File: src/design/crirq_pkg.sv
// Package of constants for the card reader interrupt and status block
// Function
// - A grounded acknowledge-inhibit strap suppresses the slave acknowledge.
// - Vector defaults to octal 230 from jumpers in bits 3, 4 and 7.
// - A fitted vector jumper gives a one, an absent jumper a zero.
// - Second request channel stays disabled; vector bit 2 is zero, vector 230.
// - Request only while request condition and channel A enable are both high.
// - Writing one to status bit 06 sets the interrupt enable.
// - Request condition is OR of error, card done, went online, column available.
// - Both inputs asserted raise the bus request of the priority plug, BR6 default.
// - Grant answered by SACK; BBSY asserted once BBSY, SSYN, BG are false.
// - Vector bits 0 and 1 undriven; lowest selectable line from bit-2 flop.
// - Incoming grant passes to outgoing grant while not requesting, not in SACK and not bus master.
// - Mastership released after vector strobe; conditions hold until software clears them.
// - No new request until condition or enable drops and rises again.
// - Never issues non-processor requests; jumper intact holds off while NPR pending.
// - Status register is 16 bits wide with ten unused positions.
// - Ready falling edge sets offline flop, clears read flop; error in bit 15.
// - Read command written while ready low leaves offline flop set.
// - Read-command flop held cleared while ready is low.
// - Read-command flop state is not readable by software.
// - Error bit also reads one when overrun and card done are both set.
// - Card in reader negated with read flop clear sets card done, bit 14.
// - Ready rising edge sets the went-online flag.
package crirq_pkg;
  // ****************************************************************
  // Status register field positions
  // ****************************************************************
  localparam int unsigned CRIRQ_ST_WIDTH = 16;
  localparam int unsigned CRIRQ_B_ERROR = 15;
  localparam int unsigned CRIRQ_B_DONE = 14;
  localparam int unsigned CRIRQ_B_ONLINE = 10;
  localparam int unsigned CRIRQ_B_COLRDY = 7;
  localparam int unsigned CRIRQ_B_INTEN = 6;
  localparam int unsigned CRIRQ_B_READ = 0;
  localparam logic [15:0] CRIRQ_ST_RESET = 16'h0000;
  // ****************************************************************
  // Interrupt vector and bus request level
  // ****************************************************************
  // Jumper pattern for vector bits 7..3: octal 230 fits bits 7, 4, 3
  localparam logic [4:0] CRIRQ_VEC_JUMPERS = 5'h13;
  localparam logic [7:0] CRIRQ_VEC_DEFAULT = 8'h98;
  localparam int unsigned CRIRQ_BR_LEVELS = 4;
  // Priority plug: index 2 of BR4..BR7 is BR6
  localparam logic [1:0] CRIRQ_PRIO_PLUG = 2'h2;
  typedef enum logic [1:0] {
    CRIRQ_IDLE,
    CRIRQ_REQ,
    CRIRQ_SACK,
    CRIRQ_MASTER
  } crirq_state_t;
endpackage : crirq_pkg

File: src/design/crirq_vector.sv
// Interrupt vector formation from jumpers and the channel select flop
`timescale 1ns/100ps
`default_nettype none
module crirq_vector
  import crirq_pkg::*;
(
  input wire logic clk,
  input wire logic clr,
  input wire logic load,
  output logic [7:0] vector_q
);
  // ****************************************************************
  // Second channel tied off
  // ****************************************************************
  // Channel B request and enable are grounded, so its flop never sets
  logic channel_b_request;
  logic channel_b_enable;
  logic vector_bit2_flop;
  assign channel_b_request = 1'b0;
  assign channel_b_enable = 1'b0;

  always_ff @(posedge clk) begin
    if (clr) begin
      vector_bit2_flop <= 1'b0;
    end else if (load) begin
      vector_bit2_flop <= channel_b_request & channel_b_enable;
    end
  end

  // ****************************************************************
  // Selectable vector lines
  // ****************************************************************
  logic [7:0] vec_d;
  assign vec_d[1:0] = 2'h0;
  assign vec_d[2] = vector_bit2_flop;
  genvar gi;
  generate
    for (gi = 0; gi < 5; gi++) begin : g_jmp
      // Fitted jumper reads as one
      assign vec_d[gi + 3] = CRIRQ_VEC_JUMPERS[gi];
    end
  endgenerate

  always_ff @(posedge clk) begin
    if (clr) begin
      vector_q <= 8'h00;
    end else if (load) begin
      vector_q <= vec_d;
    end
  end
endmodule : crirq_vector
`default_nettype wire

File: src/design/crirq_core.sv
// Card reader interrupt request logic and error and card-done status
`timescale 1ns/100ps
`default_nettype none
module crirq_core
  import crirq_pkg::*;
(
  input wire logic clk,
  input wire logic sys_rst,
  input wire logic bus_init,
  input wire logic ack_inhibit_strap,
  input wire logic status_sel,
  input wire logic status_rd,
  input wire logic status_wr_lo,
  input wire logic [15:0] bus_wdata,
  output logic [15:0] bus_rdata,
  output logic slave_ack,
  input wire logic reader_ready_line,
  input wire logic card_in_reader,
  input wire logic index_marker,
  input wire logic column_available_flag,
  input wire logic overrun_flag,
  output logic read_cmd,
  input wire logic npr_sample_jumper,
  input wire logic npr_in,
  input wire logic bg_in,
  input wire logic bbsy_in,
  input wire logic ssyn_in,
  output logic [3:0] br_out,
  output logic bg_out,
  output logic sack_out,
  output logic bbsy_out,
  output logic intr_out,
  output logic [7:0] vector_out
);
  // ****************************************************************
  // Reset and edge detection
  // ****************************************************************
  logic clr;
  logic ready_prev_q;
  logic cir_prev_q;
  logic ready_fell;
  logic ready_rose;
  logic cir_fell;
  assign clr = sys_rst | bus_init;

  always_ff @(posedge clk) begin
    if (sys_rst) begin
      ready_prev_q <= 1'b0;
      cir_prev_q <= 1'b0;
    end else begin
      ready_prev_q <= reader_ready_line;
      cir_prev_q <= card_in_reader;
    end
  end

  assign ready_fell = ready_prev_q & ~reader_ready_line;
  assign ready_rose = ~ready_prev_q & reader_ready_line;
  assign cir_fell = cir_prev_q & ~card_in_reader;

  // ****************************************************************
  // Status flops
  // ****************************************************************
  logic wr_st;
  logic read_cmd_q;
  logic offline_q;
  logic card_complete_q;
  logic went_online_q;
  logic int_enable_q;
  logic error_bit;
  assign wr_st = status_sel & status_wr_lo;

  // Dropped ready forces the read flop clear so no command escapes
  always_ff @(posedge clk) begin
    if (clr) begin
      read_cmd_q <= 1'b0;
    end else if (!reader_ready_line || ready_fell) begin
      read_cmd_q <= 1'b0;
    end else if (wr_st && bus_wdata[CRIRQ_B_READ]) begin
      read_cmd_q <= 1'b1;
    end else if (index_marker) begin
      read_cmd_q <= 1'b0;
    end
  end
  assign read_cmd = read_cmd_q;

  // Interlock: a read command written while offline keeps the error
  always_ff @(posedge clk) begin
    if (clr) begin
      offline_q <= 1'b0;
    end else if (ready_fell) begin
      offline_q <= 1'b1;
    end else if (wr_st && !(bus_wdata[CRIRQ_B_READ] && !reader_ready_line)) begin
      offline_q <= 1'b0;
    end
  end

  // Set wins over the clearing write in the same cycle
  always_ff @(posedge clk) begin
    if (clr) begin
      card_complete_q <= 1'b0;
    end else if (cir_fell && !read_cmd_q) begin
      card_complete_q <= 1'b1;
    end else if (wr_st) begin
      card_complete_q <= 1'b0;
    end
  end

  always_ff @(posedge clk) begin
    if (clr) begin
      went_online_q <= 1'b0;
    end else if (ready_rose) begin
      went_online_q <= 1'b1;
    end else if (wr_st) begin
      went_online_q <= 1'b0;
    end
  end

  always_ff @(posedge clk) begin
    if (clr) begin
      int_enable_q <= 1'b0;
    end else if (wr_st) begin
      int_enable_q <= bus_wdata[CRIRQ_B_INTEN];
    end
  end

  assign error_bit = offline_q | (overrun_flag & card_complete_q);

  // ****************************************************************
  // Register read and slave acknowledge
  // ****************************************************************
  // Ten positions (13..11, 9, 8, 5..1) handled elsewhere read zero here;
  // the read flop has no read path at all
  logic [15:0] status_word;
  logic ack_q;
  always_comb begin
    status_word = CRIRQ_ST_RESET;
    status_word[CRIRQ_B_ERROR] = error_bit;
    status_word[CRIRQ_B_DONE] = card_complete_q;
    status_word[CRIRQ_B_ONLINE] = went_online_q;
    status_word[CRIRQ_B_COLRDY] = column_available_flag;
    status_word[CRIRQ_B_INTEN] = int_enable_q;
  end

  always_ff @(posedge clk) begin
    if (clr) begin
      bus_rdata <= CRIRQ_ST_RESET;
    end else if (status_sel && status_rd) begin
      bus_rdata <= status_word;
    end
  end

  always_ff @(posedge clk) begin
    if (clr) begin
      ack_q <= 1'b0;
    end else begin
      ack_q <= status_sel & (status_rd | status_wr_lo) & ack_inhibit_strap;
    end
  end
  assign slave_ack = ack_q & ack_inhibit_strap;

  // ****************************************************************
  // Interrupt request and bus mastership
  // ****************************************************************
  logic irq_cond;
  logic want;
  logic armed_q;
  logic npr_hold;
  crirq_state_t state_q;
  assign irq_cond = error_bit | card_complete_q | went_online_q
                    | column_available_flag;
  assign want = irq_cond & int_enable_q;
  // Only waits on pending NPRs; this block never asks for one itself
  assign npr_hold = npr_sample_jumper & npr_in;

  // Re-armed only when the request inputs fall, so one event is one interrupt
  always_ff @(posedge clk) begin
    if (clr) begin
      armed_q <= 1'b1;
    end else if (state_q == CRIRQ_MASTER && ssyn_in) begin
      armed_q <= 1'b0;
    end else if (!want) begin
      armed_q <= 1'b1;
    end
  end

  always_ff @(posedge clk) begin
    if (clr) begin
      state_q <= CRIRQ_IDLE;
    end else begin
      unique case (state_q)
        CRIRQ_IDLE: begin
          if (want && armed_q && !npr_hold) begin
            state_q <= CRIRQ_REQ;
          end
        end
        CRIRQ_REQ: begin
          if (!want) begin
            state_q <= CRIRQ_IDLE;
          end else if (bg_in) begin
            state_q <= CRIRQ_SACK;
          end
        end
        CRIRQ_SACK: begin
          if (!bbsy_in && !ssyn_in && !bg_in) begin
            state_q <= CRIRQ_MASTER;
          end
        end
        CRIRQ_MASTER: begin
          if (ssyn_in) begin
            state_q <= CRIRQ_IDLE;
          end
        end
      endcase
    end
  end

  // The request falls with its cause, so a withdrawn cause never holds the line
  logic requesting;
  assign requesting = (state_q == CRIRQ_REQ) & want;
  assign br_out = requesting ? 4'(4'h1 << CRIRQ_PRIO_PLUG) : 4'h0;
  // A grant that arrives after the cause is gone goes on down the chain
  assign bg_out = bg_in & ~requesting & (state_q != CRIRQ_SACK)
                  & (state_q != CRIRQ_MASTER);
  assign sack_out = (state_q == CRIRQ_SACK);
  assign bbsy_out = (state_q == CRIRQ_MASTER);
  assign intr_out = (state_q == CRIRQ_MASTER);

  crirq_vector u_vector (
    .clk(clk),
    .clr(clr),
    .load(state_q == CRIRQ_SACK),
    .vector_q(vector_out)
  );
endmodule : crirq_core
`default_nettype wire

File: config.mk
export PLATFORM = sky130hd
export DESIGN_NAME = crirq_core
export DESIGN_NICKNAME = d
export VERILOG_FILES = /design/src/design/crirq_pkg.sv /design/src/design/crirq_vector.sv /design/src/design/crirq_core.sv
export SDC_FILE = /design/constraint.sdc
export NUM_CORES = 1
export LEC_CHECK = 0
export BUFFER_PORTS_ARGS = -buffer_cell sky130_fd_sc_hd__buf_4
export CAP_MARGIN = 20
export CORE_MARGIN = 5
export CORE_UTILIZATION = 42
export CTS_CLUSTER_DIAMETER = 80
export DETAILED_ROUTE_END_ITERATION = 16
export PLACE_DENSITY_LB_ADDON = 0.25
export SLEW_MARGIN = 0
export SYNTH_ARGS = -nofsm -noshare
export SYNTH_HDL_FRONTEND = slang
export SYNTH_SLANG_ARGS = --single-unit
File: constraint.sdc
create_clock -name clk -period 2.5 [get_ports clk]
set_input_delay 0.25 -clock clk [delete_from_list [all_inputs] [get_ports clk]]
set_output_delay 0.25 -clock clk [all_outputs]
set_load 0.005 [all_outputs]
* Word level (Yosys, flattened, before mapping)
Cells that the tools add are included.
W data, S select, Z words.
** Cells by class
- Eq/ne operators :: 10
- Bitwise operators :: 24
- Reduce and logical (&&, ||, !) cells :: 25
- Multiplexer cells :: 16
** Operators with widths (count)
- $and A1 B1 Y1 :: 14
- $logic_and A1 B1 Y1 :: 10
- $mux W2 :: 5
- $mux W1 :: 9
- $ne A2 B2 Y1 const B :: 4
- $pmux W2 S4 :: 1
- $reduce_bool A2 Y1 :: 4
- $logic_not A1 Y1 :: 7
- $or A1 B1 Y1 :: 6
- $eq A2 B2 Y1 const B :: 2
- $ne A2 B1 Y1 const B :: 2
- $not A1 Y1 :: 4
- $reduce_and A4 Y1 :: 1
- $mux W3 :: 1
- $ne A3 B3 Y1 const B :: 1
- $eq A2 B1 Y1 const B :: 1
- $logic_not A2 Y1 :: 1
- $reduce_or A2 Y1 :: 1
- $logic_or A1 B1 Y1 :: 1
** Storage, ports and cells
- Register bits :: 17
- Output and inout port bits :: 34
- Word-level logic and storage cells :: 87

* Logic depth before layout (Yosys ltp)
- Depth after elaboration :: 11
- Depth in mapped cells :: 5

* Modules after synthesis
From an unflattened synthesis, not the netlist that was laid out.
** Unflattened totals
- Cell total of the unflattened synthesis :: 108
- Area total of the unflattened synthesis :: 883.3 µm²
** Modules (own cells, without submodules)
- crirq_core :: seq. area each 320.3 µm², area an instance 797.0 µm², cells an instance 98, instances 1
- crirq_vector :: seq. area each 20.0 µm², area an instance 86.3 µm², cells an instance 10, instances 1

* Worst setup path after synthesis
Ideal clock, no wire load.
- Kind :: reg-to-output
- Start point :: reg went_online_q
- End point :: out br_out[2]
- Arrival :: 1143 ps
- Setup slack :: 1107 ps
- Cell stages (with the launch flop) :: 5
- Cell sequence :: dfxtp_1 o41a_1 and2_4 nor2b_1 buf_4
** On the way
- Cells in the longest elaborated chain, start to end :: 5
** RTL lines
- from (decl) :: RTL line crirq_core.sv:67 : logic went_online_q;
- from (signal assigned) :: RTL line crirq_core.sv:110 : went_online_q <= 1'b0;
- from (signal assigned) :: RTL line crirq_core.sv:112 : went_online_q <= 1'b1;
- from (signal assigned) :: RTL line crirq_core.sv:114 : went_online_q <= 1'b0;
- $or A1 B1 Y1 :: RTL line crirq_core.sv:169 : assign irq_cond = error_bit | card_complete_q | went_online_q
- $or A1 B1 Y1 :: RTL line crirq_core.sv:170 : | column_available_flag;
- $and A1 B1 Y1 :: RTL line crirq_core.sv:171 : assign want = irq_cond & int_enable_q;
- $and A1 B1 Y1 :: RTL line crirq_core.sv:219 : assign requesting = (state_q == CRIRQ_REQ) & want;
- named net requesting :: RTL line crirq_core.sv:218 : logic requesting;
- $mux W3 :: RTL line crirq_core.sv:220 : assign br_out = requesting ? 4'(4'h1 << CRIRQ_PRIO_PLUG) : 4'h0;
- to (decl) :: RTL line crirq_core.sv:28 : output logic [3:0] br_out,
The timed path passes the listed nets, and every way through them passes these cells.

* Worst setup path after layout
- Start point :: reg card_complete_q
- End point :: out bg_out
** On the way
- Cells in the longest elaborated chain, start to end :: 11
** RTL lines
- from (decl) :: RTL line crirq_core.sv:66 : logic card_complete_q;
- from (signal assigned) :: RTL line crirq_core.sv:100 : card_complete_q <= 1'b0;
- from (signal assigned) :: RTL line crirq_core.sv:102 : card_complete_q <= 1'b1;
- from (signal assigned) :: RTL line crirq_core.sv:104 : card_complete_q <= 1'b0;
- $and A1 B1 Y1 :: RTL line crirq_core.sv:126 : assign error_bit = offline_q | (overrun_flag & card_complete_q);
- $or A1 B1 Y1 :: RTL line crirq_core.sv:126
- $or A1 B1 Y1 * (2 in a row) :: RTL line crirq_core.sv:169
- $or A1 B1 Y1 * :: RTL line crirq_core.sv:170
- $and A1 B1 Y1 * :: RTL line crirq_core.sv:171
- $and A1 B1 Y1 * :: RTL line crirq_core.sv:219
- $not A1 Y1 * :: RTL line crirq_core.sv:222 : assign bg_out = bg_in & ~requesting & (state_q != CRIRQ_SACK)
- $and A1 B1 Y1 * (2 in a row) :: RTL line crirq_core.sv:222
- $and A1 B1 Y1 * :: RTL line crirq_core.sv:223 : & (state_q != CRIRQ_MASTER);
- to (decl) :: RTL line crirq_core.sv:29 : output logic bg_out,
Mark *: on every way between the ends. The rest lies on a longest branch, timed or not.

==> flow_metrics.tcl <==
set metrics [dict create \
    yosys.area.top_type "dfxtp_1" \
    grt_pass1_vias 593 \
    layout_commonest_cell "buf_4" \
    ys_top_cells_by_area "dfxtp_1, buf_4, a21oi_1, nor2b_1, nand2_1" \
    post-cts-setup-buffers 0 \
    endpoint_kind "output pin" \
    drt_pre_antenna_iters 4 \
    die_area_mm2 0.003120 \
    grt-ovfl-total 0 \
    largest_reg_flops 5 \
    synth.avg_cell_area_um2 8.256 \
    die_h_um 55.86 \
    critPathMaxStageDelay_ps 450 \
    cts_buffer_depth 2 \
    post-route-min-period_ps 1789 \
    rsz0062_at_grt "no" \
    drc 0 \
    outcome "finished clean" \
    routed-wl-met3_um 222 \
    viasPerCell 4.481 \
    fin_setup_tns_ps 0 \
    fin_nets 169 \
    worstPathMaxFanout 4 \
    synth_area_um2 883.3 \
    maxCapViolCount 0 \
    crit_chain "o41a_1 > and2_4 > nor3b_2 > buf_4" \
    grt_use_total_pct 10.72 \
    power_density_mw_per_mm2 447.2 \
    grt_max_degree 16 \
    routed.top_layer "met3" \
    worstPathArrival_ps 1540 \
    ys.flop_type "dfxtp_1" \
    clk_latency_ps 280 \
    wl_met2_um 789 \
    required_ps 2250 \
    drt_wl_total_um 1739 \
    rows 16 \
    portBuffers 33 \
    netlist_instances 107 \
    setup_violations 0 \
    place_hpwl_um 1427 \
    crit_family "compound AO/OA/AOI/OAI gates" \
    die_x_um 55.86 \
    start_util_pct 44.57 \
    hold_buffers 0 \
    ir_drop_mv 0.2785 \
    syn_to_final_growth_pct 20.82 \
    ys_seq_area_share_pct 38.53 \
    clock-sinks 17 \
    async_reset_ff_share_pct 0 \
    routedWlPerCell_um 10.73 \
    h-tree-depth 1 \
    post-place-ws_ps 1014 \
    hp-class "input port to flip-flop" \
    layout_setup_ws_ps 710.9 \
    finalWeightedCongestion 0.6504 \
    critPathBufInv 1 \
    hold_viol 0 \
    io_pins 67 \
    synth_top_area_share_pct 38.53 \
    cts-buffers-inserted 3 \
    yosysWarnings 0 \
    finClkSkew_ps 1.511 \
    layout-drive-gt1-share_pct 30.37 \
    fmax_mhz 559.0 \
    layout_common_cells "buf_4, conb_1, dfxtp_1" \
    p_total_mw 0.4773 \
    grt_pass1_wl_um 2697 \
    cts-root-buf "clkbuf_4" \
    p_leak_nw 0.4855 \
    largest_register "bus_rdata" \
    synth_edf_count 0 \
    setup.worst_path.start_class "flip-flop" \
    ys_ff_latch 17 \
    min_period_over_period_pct 71.56 \
    num_vias 726 \
    crit_type "flip-flop to output pin" \
    wirelength_met1_um 727 \
    drt_iter0_drc 13 \
    post_cts_resized 0 \
    core_mm2 0.001982 \
    detail-route-antenna-nets 0 \
    clkSlewWorstSetupHoldPaths_ps 90 \
    diodes 0 \
    drv_slew 0 \
    cts_tree "done" \
    crit_slowest_cell "o41a_1" \
    antenna_found_initial 0 \
    synth_cell_types 26 \
]
## Yosys cell counts, drive strengths merged (2+ instances only)
| cell | instances |
|---|---|
| nor3b | 3 |
| clkbuf | 2 |
| a21oi | 11 |
| o21ai | 3 |
| nor2b | 7 |
| or2 | 2 |
| and2 | 3 |
| nand2 | 9 |
| nand3 | 5 |
| dfxtp | 17 |
| a211oi | 2 |
| inv | 3 |
| nor2 | 7 |
| buf | 25 |
## layer usage
metal  vias up  GRT usage [%]
met1       312          13.15
met4         0          3.051
met2        48          16.72
met3         0          5.104
met5         -              0
li1        366              -
## through the flow
stage	hold WS, ps	instance area [um2]	instances	util [%]
4_1_cts	117.0	1067	162	53.85
3_3_place_gp	422.4	1041	158	52.53
3_5_place_dp	428.6	1041	158	52.53
2_1_floorplan	321.6	950.9	125	-
6_report	124.8	1067	162	53.85
5_1_grt	103.3	1067	162	53.85
## power by group
part | internal, mW | leakage [nW] | total [mW] | switching [mW]
registers | 0.275 | 0.138 | 0.278 | 0.00263
clock network | 0.0620 | 0.0150 | 0.142 | 0.0796
logic | 0.0290 | 0.333 | 0.0576 | 0.0287
total | 0.366 | 0.486 | 0.477 | 0.111
## final cells by class
| cell class | count | area (um2) |
|---|---|---|
| fill | 208 | 914.6 |
| multi-input combinational | 78 | 407.9 |
| sequential | 17 | 340.3 |
| timing repair buffer | 33 | 247.7 |
| tap | 27 | 33.78 |
| clock buffer | 4 | 26.28 |
| inverter | 3 | 11.26 |
## worst register-to-register path, stage by stage (launching register included)
cell and delay (ps):
dfxtp_1 350, o41a_1 450, and2_4 190, nand3b_1 70, a21oi_1 60
## final timing paths
| check | to | cells past startpoint | startpoint | slack [ps] |
|---|---|---|---|---|
| max | bg_out | 4 | card_complete_q$_SDFFE_PP0P_ | 710 |
| min | ready_prev_q$_SDFF_PP0_ | 2 | sys_rst | 120 |
| max reg2reg | flip-flop | 4 | card_complete_q$_SDFFE_PP0P_ | 1270 |
| min reg2reg | bus_rdata[10]$_SDFFE_PP0P_ | 2 | bus_rdata[10]$_SDFFE_PP0P_ | 460 |
## kinds of logic (layout without fill, tap and decap cells)
logic type | count (synthesis) | count (layout) | synth area share (%)
flip-flops | 17 | 17 | 38.53
other | 1 | 19 | 0.4245
buffers and inverters | 30 | 40 | 22.95
AND/OR/NAND/NOR | 38 | 38 | 23.09
multiplexers | 1 | 1 | 1.275
AO/OA/AOI/OAI | 20 | 20 | 13.74
Power figures use the tool's default switching activity.
